`src/ech_pkg.sv`:
```
// Constants, field layout and carrier types for the config header tail
package ech_pkg;
   // Dword-aligned byte offsets of the two words that this block answers
   localparam logic [11:0] ECH_INTR_DW_OFS = 12'h03c;
   localparam logic [11:0] ECH_CAP_DW_OFS  = 12'h040;
   localparam int          ECH_IDX_W       = 10;
   localparam logic [ECH_IDX_W-1:0] ECH_INTR_IDX = ECH_INTR_DW_OFS[11:2];
   localparam logic [ECH_IDX_W-1:0] ECH_CAP_IDX  = ECH_CAP_DW_OFS[11:2];
   // Byte offsets of the single-byte registers
   localparam logic [11:0] ECH_PIN_OFS     = 12'h03d;
   localparam logic [11:0] ECH_MIN_GNT_OFS = 12'h03e;
   localparam logic [11:0] ECH_MAX_LAT_OFS = 12'h03f;
   // Byte lanes
   localparam int ECH_PIN_LANE  = int'(ECH_PIN_OFS[1:0]);
   localparam int ECH_NXT_LANE  = 1;
   localparam int ECH_VER_LANE  = 2;
   // Field positions in the capability header and in the interrupt pin dword
   localparam int ECH_ID_LSB    = 0;
   localparam int ECH_NXT_LSB   = 8;
   localparam int ECH_VER_LSB   = 16;
   localparam int ECH_VER_W     = 4;
   localparam int ECH_TYPE_LSB  = 20;
   localparam int ECH_TYPE_W    = 4;
   localparam int ECH_SLOT_BIT  = 24;
   localparam int ECH_IMN_LSB   = 25;
   localparam int ECH_IMN_W     = 5;
   localparam int ECH_RSV_LSB   = 30;
   localparam int ECH_RSV_W     = 2;
   localparam int ECH_PIN_LSB   = 8;
   localparam int ECH_GNT_LSB   = 16;
   localparam int ECH_LAT_LSB   = 24;
   // Fixed and reset values
   localparam logic [7:0] ECH_PIN_RST   = 8'h00;
   localparam logic [7:0] ECH_INTX_NONE = 8'h00;
   localparam logic [7:0] ECH_INTX_A    = 8'h01;
   localparam logic [7:0] ECH_INTX_D    = 8'h04;
   localparam logic [7:0] ECH_MIN_GNT   = 8'h00;
   localparam logic [7:0] ECH_MAX_LAT   = 8'h00;
   localparam logic [7:0] ECH_CAP_ID    = 8'h10;
   localparam logic [7:0] ECH_NXT_RST   = 8'h00;
   localparam logic [3:0] ECH_VER_RST   = 4'h2;
   localparam logic [3:0] ECH_TYPE_EP   = 4'h0;
   localparam logic [0:0] ECH_SLOT_NONE = 1'h0;
   localparam logic [4:0] ECH_IMN_ZERO  = 5'h00;
   localparam logic [1:0] ECH_RSV_ZERO  = 2'h0;
   localparam int         ECH_MODE_W    = 2;

   // Configuration request, taken in the cycle that valid is high
   typedef struct packed {
      logic                 wr;
      logic [ECH_IDX_W-1:0] idx;
      logic [3:0]           be;
      logic [31:0]          wdata;
   } ech_req_t;

   // Answer, one cycle after the request
   typedef struct packed {
      logic        ack;
      logic        hit;
      logic [31:0] rdata;
   } ech_rsp_t;

   // Legacy interrupt message request
   typedef struct packed {
      logic       valid;
      logic       assert_msg;
      logic [1:0] lane;
   } ech_intx_t;

   // Interrupt message tracker states
   typedef enum logic [0:0] {
      ECH_INTX_IDLE   = 1'b0,
      ECH_INTX_ACTIVE = 1'b1
   } ech_intx_st_t;
endpackage

```
`src/ech_sync2.sv`:
```
// Two-flop synchroniser for pin-level inputs
`timescale 1ns/1ps
`default_nettype none
module ech_sync2 #(
   parameter int W = 1
) (
   input  wire logic         clk,
   input  wire logic         rst_n,
   input  wire logic [W-1:0] d,
   output var  logic [W-1:0] q
);
   logic [W-1:0] meta_r;

   // First stage is read only by the second stage
   always_ff @(posedge clk or negedge rst_n)
   begin
      if (!rst_n)
      begin
         meta_r <= '0;
         q      <= '0;
      end
      else
      begin
         meta_r <= d;
         q      <= meta_r;
      end
   end
endmodule
`default_nettype wire

```
`src/ech_lock_field.sv`:
```
// Lockable software field, optionally following a hardware default
`timescale 1ns/1ps
`default_nettype none
module ech_lock_field #(
   parameter int           W     = 8,
   parameter logic [W-1:0] RST   = '0,
   parameter bit           TRACK = 1'b0
) (
   input  wire logic         clk,
   input  wire logic         rst_n,
   input  wire logic         wr_en,
   input  wire logic         locked,
   input  wire logic [W-1:0] wdata,
   input  wire logic [W-1:0] dflt,
   output var  logic [W-1:0] q,
   output var  logic         written
);
   logic take;

   // Writes land only while the lock is open
   assign take = wr_en && !locked;

   // Field value: a software value sticks, else the default is followed
   always_ff @(posedge clk or negedge rst_n)
   begin
      if (!rst_n)
      begin
         q <= RST;
      end
      else if (take)
      begin
         q <= wdata;
      end
      else if (TRACK && !written)
      begin
         q <= dflt;
      end
   end

   // Remembers that software has owned the field since reset
   always_ff @(posedge clk or negedge rst_n)
   begin
      if (!rst_n)
      begin
         written <= 1'b0;
      end
      else if (take)
      begin
         written <= 1'b1;
      end
   end
endmodule
`default_nettype wire

```
`src/ech_cfg_tail.sv`:
```
// Endpoint config header tail: interrupt pin, grant/latency, cap header
//
// Operation
// - Selector values one to four pick legacy messages INTA to INTD.
// - A selector of zero means no legacy interrupt message is ever sent.
// - The eight-bit selector resets to zero and is writable unless locked.
// - The minimum grant and maximum latency bytes are read-only zero.
// - The capability header's lowest byte reads the express capability code.
// - The next link byte follows a mode default until software writes it.
// - The four-bit revision field resets to two and is lockable writable.
// - The four-bit port type field is read-only zero, marking an endpoint.
// - The five-bit interrupt message index is read-only zero.
`timescale 1ns/1ps
`default_nettype none
module ech_cfg_tail #(
   parameter logic [7:0] NXT_MODE0 = 8'h00,
   parameter logic [7:0] NXT_MODE1 = 8'h50,
   parameter logic [7:0] NXT_MODE2 = 8'h70,
   parameter logic [7:0] NXT_MODE3 = 8'h00
) (
   input  wire logic                         clk,
   input  wire logic                         rst_n,
   input  wire logic                         cfg_req_valid,
   input  wire ech_pkg::ech_req_t            cfg_req,
   output var  ech_pkg::ech_rsp_t            cfg_rsp_r,
   input  wire logic                         cfg_lock_pin,
   input  wire logic [ech_pkg::ECH_MODE_W-1:0] port_mode_pin,
   input  wire logic                         intx_level,
   output var  ech_pkg::ech_intx_t           intx_msg_r,
   output var  logic                         intx_enable_r
);
   logic                           lock_s;
   logic [ech_pkg::ECH_MODE_W-1:0] mode_s;
   logic [7:0]                     pin_sel;
   logic [7:0]                     nxt_link;
   logic [7:0]                     nxt_dflt;
   logic                           nxt_written;
   logic [3:0]                     cap_rev;
   logic                           pin_wr;
   logic                           nxt_wr;
   logic                           rev_wr;
   logic                           sel_valid;
   logic [1:0]                     sel_lane;
   logic                           level_d_r;
   logic [1:0]                     act_lane_r;
   logic [ech_pkg::ECH_IDX_W-1:0]  rsp_idx_r;
   ech_pkg::ech_intx_st_t          intx_st_r;
   ech_pkg::ech_intx_st_t          intx_st_nxt;

   // Write strobe for one byte lane of one dword
   function automatic logic lane_wr(input logic v,
                                    input ech_pkg::ech_req_t r,
                                    input logic [ech_pkg::ECH_IDX_W-1:0] i,
                                    input int lane);
      lane_wr = v && r.wr && (r.idx == i) && r.be[lane];
   endfunction

   // Mode-dependent default of the next capability link
   function automatic logic [7:0] mode_link(
      input logic [ech_pkg::ECH_MODE_W-1:0] m);
      unique case (m)
         2'h0:    mode_link = NXT_MODE0;
         2'h1:    mode_link = NXT_MODE1;
         2'h2:    mode_link = NXT_MODE2;
         2'h3:    mode_link = NXT_MODE3;
      endcase
   endfunction

   // Pin inputs cross into the clock domain
   ech_sync2 #(
      .W (1)
   ) u_lock_sync (
      .clk   (clk),
      .rst_n (rst_n),
      .d     (cfg_lock_pin),
      .q     (lock_s)
   );

   ech_sync2 #(
      .W (ech_pkg::ECH_MODE_W)
   ) u_mode_sync (
      .clk   (clk),
      .rst_n (rst_n),
      .d     (port_mode_pin),
      .q     (mode_s)
   );

   // Byte-lane write strobes; read-only lanes have none
   assign pin_wr = lane_wr(cfg_req_valid, cfg_req, ech_pkg::ECH_INTR_IDX,
                           ech_pkg::ECH_PIN_LANE);
   assign nxt_wr = lane_wr(cfg_req_valid, cfg_req, ech_pkg::ECH_CAP_IDX,
                           ech_pkg::ECH_NXT_LANE);
   assign rev_wr = lane_wr(cfg_req_valid, cfg_req, ech_pkg::ECH_CAP_IDX,
                           ech_pkg::ECH_VER_LANE);
   assign nxt_dflt = mode_link(mode_s);

   // Interrupt pin selector, lockable
   ech_lock_field #(
      .W     (8),
      .RST   (ech_pkg::ECH_PIN_RST),
      .TRACK (1'b0)
   ) u_pin_sel (
      .clk     (clk),
      .rst_n   (rst_n),
      .wr_en   (pin_wr),
      .locked  (lock_s),
      .wdata   (cfg_req.wdata[ech_pkg::ECH_PIN_LSB +: 8]),
      .dflt    (ech_pkg::ECH_PIN_RST),
      .q       (pin_sel),
      .written ()
   );

   // Next capability link, follows the mode until written
   ech_lock_field #(
      .W     (8),
      .RST   (ech_pkg::ECH_NXT_RST),
      .TRACK (1'b1)
   ) u_nxt_link (
      .clk     (clk),
      .rst_n   (rst_n),
      .wr_en   (nxt_wr),
      .locked  (lock_s),
      .wdata   (cfg_req.wdata[ech_pkg::ECH_NXT_LSB +: 8]),
      .dflt    (nxt_dflt),
      .q       (nxt_link),
      .written (nxt_written)
   );

   // Capability revision, lockable; port type nibble of the lane is dropped
   ech_lock_field #(
      .W     (ech_pkg::ECH_VER_W),
      .RST   (ech_pkg::ECH_VER_RST),
      .TRACK (1'b0)
   ) u_cap_rev (
      .clk     (clk),
      .rst_n   (rst_n),
      .wr_en   (rev_wr),
      .locked  (lock_s),
      .wdata   (cfg_req.wdata[ech_pkg::ECH_VER_LSB +: ech_pkg::ECH_VER_W]),
      .dflt    (ech_pkg::ECH_VER_RST),
      .q       (cap_rev),
      .written ()
   );

   // Selector decode: only one to four name a message lane
   assign sel_valid = (pin_sel >= ech_pkg::ECH_INTX_A) &&
                      (pin_sel <= ech_pkg::ECH_INTX_D);
   assign sel_lane  = 2'(pin_sel - ech_pkg::ECH_INTX_A);

   // Answer to each request, one cycle later
   always_ff @(posedge clk or negedge rst_n)
   begin
      if (!rst_n)
      begin
         cfg_rsp_r <= '0;
         rsp_idx_r <= '0;
      end
      else
      begin
         cfg_rsp_r.ack   <= cfg_req_valid;
         cfg_rsp_r.hit   <= cfg_req_valid &&
                            (cfg_req.idx == ech_pkg::ECH_INTR_IDX ||
                             cfg_req.idx == ech_pkg::ECH_CAP_IDX);
         cfg_rsp_r.rdata <= '0;
         rsp_idx_r       <= cfg_req.idx;
         if (cfg_req_valid && !cfg_req.wr &&
             cfg_req.idx == ech_pkg::ECH_INTR_IDX)
         begin
            cfg_rsp_r.rdata[ech_pkg::ECH_PIN_LSB +: 8] <= pin_sel;
            cfg_rsp_r.rdata[ech_pkg::ECH_GNT_LSB +: 8] <=
               ech_pkg::ECH_MIN_GNT;
            cfg_rsp_r.rdata[ech_pkg::ECH_LAT_LSB +: 8] <=
               ech_pkg::ECH_MAX_LAT;
         end
         else if (cfg_req_valid && !cfg_req.wr &&
                  cfg_req.idx == ech_pkg::ECH_CAP_IDX)
         begin
            cfg_rsp_r.rdata <= {ech_pkg::ECH_RSV_ZERO,
                                ech_pkg::ECH_IMN_ZERO,
                                ech_pkg::ECH_SLOT_NONE,
                                ech_pkg::ECH_TYPE_EP,
                                cap_rev,
                                nxt_link,
                                ech_pkg::ECH_CAP_ID};
         end
      end
   end

   // Interrupt enable view and level history
   always_ff @(posedge clk or negedge rst_n)
   begin
      if (!rst_n)
      begin
         intx_enable_r <= 1'b0;
         level_d_r     <= 1'b0;
      end
      else
      begin
         intx_enable_r <= sel_valid;
         level_d_r     <= intx_level;
      end
   end

   // Message tracker next state
   always_comb
   begin
      intx_st_nxt = intx_st_r;
      unique case (intx_st_r)
         ech_pkg::ECH_INTX_IDLE:
            if (sel_valid && intx_level && !level_d_r)
               intx_st_nxt = ech_pkg::ECH_INTX_ACTIVE;
         ech_pkg::ECH_INTX_ACTIVE:
            if (!sel_valid || !intx_level)
               intx_st_nxt = ech_pkg::ECH_INTX_IDLE;
      endcase
   end

   // Assert on a rising level, deassert on the lane that was asserted
   always_ff @(posedge clk or negedge rst_n)
   begin
      if (!rst_n)
      begin
         intx_st_r  <= ech_pkg::ECH_INTX_IDLE;
         act_lane_r <= 2'h0;
         intx_msg_r <= '0;
      end
      else
      begin
         intx_st_r        <= intx_st_nxt;
         intx_msg_r.valid <= 1'b0;
         if (intx_st_r == ech_pkg::ECH_INTX_IDLE &&
             intx_st_nxt == ech_pkg::ECH_INTX_ACTIVE)
         begin
            act_lane_r            <= sel_lane;
            intx_msg_r.valid      <= 1'b1;
            intx_msg_r.assert_msg <= 1'b1;
            intx_msg_r.lane       <= sel_lane;
         end
         else if (intx_st_r == ech_pkg::ECH_INTX_ACTIVE &&
                  sel_valid && !intx_level)
         begin
            intx_msg_r.valid      <= 1'b1;
            intx_msg_r.assert_msg <= 1'b0;
            intx_msg_r.lane       <= act_lane_r;
         end
      end
   end

   // Checks
   a_intx_lane_map: assert property (
      @(posedge clk) disable iff (!rst_n)
      intx_msg_r.valid && intx_msg_r.assert_msg |->
         $past(sel_valid) &&
         intx_msg_r.lane == 2'($past(pin_sel) - 8'h01))
      else $error("message lane does not match selector");

   a_intx_none_sent: assert property (
      @(posedge clk) disable iff (!rst_n)
      pin_sel == 8'h00 |=> !intx_msg_r.valid && !intx_enable_r)
      else $error("message sent with selector zero");

   a_pin_sel_write: assert property (
      @(posedge clk) disable iff (!rst_n)
      pin_wr |=> pin_sel == ($past(lock_s) ? $past(pin_sel) :
                             $past(cfg_req.wdata[15:8])))
      else $error("selector write not honoured or lock ignored");

   a_grant_lat_zero: assert property (
      @(posedge clk) disable iff (!rst_n)
      cfg_rsp_r.ack && rsp_idx_r == 10'h00f |-> cfg_rsp_r.rdata[31:16] == 0)
      else $error("grant or latency byte not zero");

   a_cap_id_read: assert property (
      @(posedge clk) disable iff (!rst_n)
      cfg_req_valid && !cfg_req.wr && cfg_req.idx == 10'h010 |=>
         cfg_rsp_r.ack && cfg_rsp_r.rdata[7:0] == 8'h10)
      else $error("capability code wrong");

   a_next_link_keep: assert property (
      @(posedge clk) disable iff (!rst_n)
      !nxt_wr |=> nxt_link == ($past(nxt_written) ? $past(nxt_link) :
                                 $past(nxt_dflt)))
      else $error("next link neither kept nor following mode");

   a_rev_lock: assert property (
      @(posedge clk) disable iff (!rst_n)
      (lock_s || !rev_wr) ##1 !rev_wr |-> $stable(cap_rev))
      else $error("revision changed without an open write");

   a_type_imn_zero: assert property (
      @(posedge clk) disable iff (!rst_n)
      cfg_rsp_r.ack && rsp_idx_r == 10'h010 && !$past(cfg_req.wr) |->
         cfg_rsp_r.rdata[29:20] == 10'h000 && cfg_rsp_r.rdata[19:16] == cap_rev)
      else $error("port type or message index not zero");

   a_ro_bits_zero: assert property (
      @(posedge clk) disable iff (!rst_n)
      cfg_rsp_r.ack |-> cfg_rsp_r.rdata[31:30] == 2'h0 &&
         (rsp_idx_r == 10'h00f || cfg_rsp_r.rdata[24] == 1'b0))
      else $error("read-only bits not zero");
endmodule
`default_nettype wire

```
`config.mk`:
```
export PLATFORM = sky130hd
export DESIGN_NAME = ech_cfg_tail
export DESIGN_NICKNAME = d
export VERILOG_FILES = /design/src/ech_pkg.sv /design/src/ech_sync2.sv /design/src/ech_lock_field.sv /design/src/ech_cfg_tail.sv
export SDC_FILE = /design/constraint.sdc
export NUM_CORES = 1
export LEC_CHECK = 0
export ABC_AREA = 1
export BUFFER_PORTS_ARGS = -buffer_cell sky130_fd_sc_hd__buf_2
export CORE_ASPECT_RATIO = 2
export CORE_MARGIN = 1
export CORE_UTILIZATION = 33
export CTS_CLUSTER_SIZE = 10
export DETAILED_ROUTE_END_ITERATION = 12
export GPL_TIMING_DRIVEN = 0
export PLACE_DENSITY_LB_ADDON = 0.3
export REMOVE_ABC_BUFFERS = 1
export SLEW_MARGIN = 5
export SYNTH_ARGS = -nofsm -noshare
export SYNTH_HDL_FRONTEND = slang
export SYNTH_SLANG_ARGS = --single-unit
```
`constraint.sdc`:
```
create_clock -name clk -period 1.7 [get_ports clk]
set_input_delay 0.17 -clock clk [delete_from_list [all_inputs] [get_ports clk]]
set_output_delay 0.17 -clock clk [all_outputs]
set_load 0.02 [all_outputs]
```
# Word-level counts from Yosys, hierarchy flattened
# Index checks and enable logic that the tools add are counted.
# totals
ff_bits,70
word_cells,68
# classes
add_sub_neg,1
n_lt_le_gt_ge,2
eq_ne,6
mux,11
bitwise,1
reduce_logical,29
# op_table
op,n
$mux W8,3
$pmux W8 S3,1
$mux W20,1
$logic_and A1 B1 Y1,19
$mux W12,1
$eq A10 B4 Y1 const B,1
$eq A10 B5 Y1 const B,1
$ge A8 B1 Y1 const B,1
$le A8 B3 Y1 const B,1
$mux W4,2
$logic_not A1 Y1,5
$eq A2 B2 Y1 const B,2
$eq A2 B1 Y1 const B,1
$logic_not A2 Y1,1
$logic_or A1 B1 Y1,2
$mux W1,2
$ne A2 B2 Y1 const B,1
$pmux W1 S2,1
$reduce_bool A2 Y1,1
$reduce_or A2 Y1,1
$sub A2 B1 Y2 const B,1
$not A1 Y1,1

# Logic depth before layout (Yosys ltp)
# logic_depth
word_depth,8
mapped_depth,10
mapped_depth_nobuf,10

# Hierarchy
# From an unflattened synthesis, not the netlist that was laid out.
# unflattened
hier_cells,282
hier_area_um2,2573.7
# modules_own_cells
mod,instances,cells_each,area_each_um2
ech_cfg_tail,1,145,1321.3
ech_lock_field (u_nxt_link),1,72,533.0
ech_lock_field (u_pin_sel),1,38,375.4
ech_lock_field (u_cap_rev),1,21,193.9
ech_sync2 (u_mode_sync),1,4,100.1
ech_sync2 (u_lock_sync),1,2,50.0

# Least setup slack after synthesis
# Ideal clock, no wire load.
# synth_path
path_type,flip-flop to flip-flop
startpoint,register u_pin_sel.q[0]
endpoint,register intx_msg_r[1] (netlist name)
setup_time_ns,0.126
t_arrival_ns,1.358
required_ns,1.574
path_slack_ns,0.217
path_stages_with_launch,10
path_buffers,0
period_less_slack_ns,1.483
cell_sequence,dfrtp_1 -> inv_1 -> ha_1 -> inv_1 -> a21oi_1 -> nand2_1 -> nor2_1 -> nand4_1 -> nand3_1 -> nand3_1
# synth_between
elab_chain_len,8
# synth_rtl
element,line_no,source
start: declaration,ech_lock_field.sv:15,"output var logic [W-1:0] q,"
start signal: assignment,ech_lock_field.sv:32,q <= wdata;
start signal: assignment,ech_lock_field.sv:36,q <= dflt;
$ge A8 B1 Y1 / $le A8 B3 Y1 (equally long branches),"ech_cfg_tail.sv:146, ech_cfg_tail.sv:147",
$logic_and A1 B1 Y1 *,ech_cfg_tail.sv:146,assign sel_valid = (pin_sel >= ech_pkg::ECH_INTX_A) &&
via sel_valid,ech_cfg_tail.sv:42,logic sel_valid;
$logic_not A1 Y1 / $logic_and A1 B1 Y1 (equally long branches),"ech_cfg_tail.sv:213, ech_cfg_tail.sv:210",
$logic_or A1 B1 Y1 / $logic_and A1 B1 Y1 (equally long branches),"ech_cfg_tail.sv:213, ech_cfg_tail.sv:210",
$mux W1 (on tied branches),"ech_cfg_tail.sv:213, ech_cfg_tail.sv:210",
$pmux W1 S2,ech_cfg_tail.sv:208,unique case (intx_st_r)
$logic_and A1 B1 Y1,ech_cfg_tail.sv:231,if (intx_st_r == ech_pkg::ECH_INTX_IDLE &&
$mux W4 / $reduce_bool A2 Y1 (equally long branches),n/a,
end: declaration,ech_cfg_tail.sv:29,"output var ech_pkg::ech_intx_t intx_msg_r,"
# Mark *: on every way through the listed nets, which the timed path passes. The rest lies on a longest branch.
# A chain may end at the register's enable or synchronous reset.

# Worst setup path in the final report
# layout_path
startpoint,register u_pin_sel.q[0]
endpoint,register intx_msg_r[0] (netlist name)
# layout_rtl
element,line_no,source
$sub A2 B1 Y2,ech_cfg_tail.sv:148,assign sel_lane = 2'(pin_sel - ech_pkg::ECH_INTX_A);
via sel_lane[0],ech_cfg_tail.sv:43,logic [1:0] sel_lane;
$mux W4,ech_cfg_tail.sv:231,
# The timed path passes the listed nets, and every way through them passes these cells.

==> results.toml <==
[route]
ant_nets = 0
drt_pass1_iterations = 4
routed_wirelength_um = 4340
vias_per_cell = 4.21
wire_per_inst_um = 11.1
num_vias = 1642
drc = 0
drtIter0Drc = 43

[floorplan]
die_height_um = 119
dieArea_um2 = 7240
io_pins = 93
fp-row-count = 42
core_um2 = 6620
start_util_pct = 34.3
die_w_um = 60.7

[clock_network]
insertion_delay_ns = 0.29
numCtsBuffers = 5
cts_tree = "done"
clk_path_buf_depth = 2
h-tree-depth = 2
clock-sinks = 51
cts_root_buf = "clkbuf_16"
clk_pin_slew_ns = 0.06

[pwr]
leakage_nw = 1.59
power_density_nw_per_um2 = 862
peakVddDrop_mv = 0.512

[global_route]
grt_max_degree = 52
grt_pass1_vias = 1523
grt_overflow_total = 0
grt_pass1_wl_um = 6790
grt_usage_pct = 13.1
antenna_found_initial = 0

[timing]
finalCritPeriodShare_pct = 93.6
final_max_slew_viol_count = 0
fmax_mhz = 628
worst_pin_slew_ns = 1.10
fin_skew_ns = 0.00363
min_period_ns = 1.59
setup_viol = 0
fin_setup_tns_ns = 0
hold_violations = 0
slew_headroom_pct = 26.6

[critical_path]
worstPathMaxFanout = 4
crit_path_max_incr_delay_ns = 0.39
slowest_stage = "dfrtp_1"
crit_required_ns = 1.87
crit_top_cell = "nand3_1"
cp-start-kind = "flip-flop"
cp.arrival_ns = 1.76
path_class = "reg2reg"
end_kind = "flip-flop"
path_cells = "inv_2, ha_4, inv_1, a21oi_1, nand2_1, nor2_4, nand4_1, buf_4, nand3_1, nand3_1"

[synth]
syn_area_per_cell_um2 = 9.75
synth_warnings = 0
synth_seq_cells = 51
synth_cell_types = 29
synthCells = 233
synth_area_um2 = 2270
ys_seq_area_share_pct = 56.3

[layout]
drive_gt1_share_pct = 32.8
diodes = 0
fin_area_um2 = 2830
layout.nets = 359
synthToLayoutAreaGrowth_pct = 24.7

[flow_run]
maxCapViolations = 0

[placement]
port_buffers = 51
dpl_cell_area_um2 = 2550
routabilityCongestion = 0.733
post-dp-hpwl_um = 3200

[outcome]
status = "completed"

[hold_path]
hold_path.class = "in2reg"
## cell usage in the layout, fill, tap and decap left out, types with 2 or more instances in the layout
master / netlist / final
buf_2: 0 / 51
nor2_1: 18 / 17
a21oi_1: 5 / 5
nand3_1: 20 / 19
inv_2: 2 / 4
nand2_1: 45 / 45
nand2_2: 7 / 7
dlygate4sd3_1: 0 / 3
clkbuf_16: 0 / 5
o21ai_1: 5 / 5
clkbuf_8: 0 / 2
nand2_4: 2 / 2
inv_1: 28 / 26
nand4_1: 3 / 3
conb_1: 1 / 19
o21ai_2: 10 / 10
ha_1: 4 / 3
buf_4: 19 / 8
dfrtp_1: 50 / 50
## worst paths after layout
| path | start | endpoint | slack (ns) | cells past startpoint |
|---|---|---|---|---|
| worst min register to register | u_mode_sync.meta_r[1]$_DFF_PN0_ | u_mode_sync.q[1]$_DFF_PN0_ | 0.35 | 0 |
| worst min-delay path | cfg_req_valid | cfg_rsp_r[33]$_DFF_PN0_ | 0.02 | 1 |
| worst max-delay path | u_pin_sel.q[0]$_DFFE_PN0P_ | intx_msg_r[0]$_DFFE_PN0P_ | 0.11 | 10 |
| min in group asynchronous | rst_n | u_nxt_link.q[2]$_DFFE_PN0P_ | 0.09 | 1 |
| worst max register to register | u_pin_sel.q[0]$_DFFE_PN0P_ | intx_msg_r[0]$_DFFE_PN0P_ | 0.11 | 10 |
| max in group asynchronous | rst_n | cfg_rsp_r[18]$_DFF_PN0_ | 0.93 | 1 |
## report_power, final
group	internal (W)	switching [W]	total, W
clock network	0.000627	0.000411	0.00104
logic	0.0000499	0.000113	0.000163
registers	0.00123	0.00000805	0.00124
## critical path, delay by kind of cell (launching register included)
family	cells	cell delay [ns]
AO/OA/AOI/OAI	1	0.11
adder cells (fa/ha/maj)	1	0.15
buffers and inverters	3	0.31
flip-flops	1	0.39
AND/OR/NAND/NOR	5	0.52
## metrics by stage
stage	total power [W]	std cells	util [%]	setup WS [ns]	hold WS (ns)
floorplan	0.00134	231	-	0.217	-0.126
global placement	0.00142	370	38.5	-0.0503	0.279
detailed placement	0.00142	370	38.5	-0.0930	0.279
CTS	0.00248	383	41.6	0.0277	0.00959
global route	0.00254	390	42.8	-0.000590	0.00724
finish	0.00244	390	42.8	0.108	0.0199
## layout make-up
cell class / count / area, µm²
Fill cell: 702 / 3790
Sequential cell: 51 / 1280
Multi-Input combinational cell: 148 / 811
Timing Repair Buffer: 63 / 357
Clock buffer: 8 / 156
Inverter: 32 / 121
Tap cell: 88 / 110
## synth_stat cells
cell | number | area share, %
clkinv_2 | 1 | 0.22
nand4_1 | 3 | 0.83
o21ai_1 | 5 | 1.1
buf_4 | 19 | 6.3
or2_1 | 1 | 0.28
nand3_4 | 1 | 0.77
ha_1 | 4 | 2.2
nor4_4 | 1 | 0.94
nand2_2 | 7 | 1.9
clkinv_1 | 1 | 0.17
nor3b_1 | 1 | 0.33
nand2_1 | 45 | 7.4
o22ai_1 | 1 | 0.28
inv_1 | 28 | 4.6
nand3b_1 | 1 | 0.33
dfrtp_1 | 50 | 55
inv_2 | 2 | 0.33
a21oi_1 | 5 | 1.1
nand2_4 | 2 | 0.99
nor3_1 | 1 | 0.22
dfstp_2 | 1 | 1.2
conb_1 | 1 | 0.17
buf_6 | 1 | 0.50
nor3_2 | 1 | 0.44
nor3b_4 | 1 | 0.83
o21ai_0 | 1 | 0.22
nand3_1 | 20 | 4.4
o21ai_2 | 10 | 3.9
nor2_1 | 18 | 3.0
## per-layer routing
metal / GRT usage, % / vias up / wire [µm]
li1: - / 829 / -
met1: 12.9 / 762 / 1500
met2: 23.8 / 44 / 2570
met3: 3.47 / 7 / 166
met4: 6.39 / 0 / 104
met5: 0 / - / 0
## what timing repair did
action / CTS / global route
endpoints found under the hold margin: 3 / 0
pin swaps: 1 / 3
cloned: 0 / 0
buffers inserted: 2 / 7
setup endpoints to repair: 5 / 6
gates resized for setup: 1 / 7
hold buffers: 3 / 0
## state kept, by name (all words and copies together) (netlist names)
name                cells
act_lane_r              2
cfg_rsp_r              15
intx_enable_r           1
intx_msg_r              4
intx_st_r               1
level_d_r               1
u_cap_rev.q             4
u_lock_sync.meta_r      1
u_lock_sync.q           1
u_mode_sync.meta_r      2
u_mode_sync.q           2
u_nxt_link.q            8
u_nxt_link.written      1
u_pin_sel.q             8
## kinds of logic after synthesis
family / count (synthesis) / share of synthesized area [%]
compound gates: 22 / 6.56
buf+inv: 52 / 12.1
fa+ha+maj: 4 / 2.20
other cells: 1 / 0.165
simple gates: 103 / 22.7
flops: 51 / 56.3
Power figures use the tool's default switching activity.
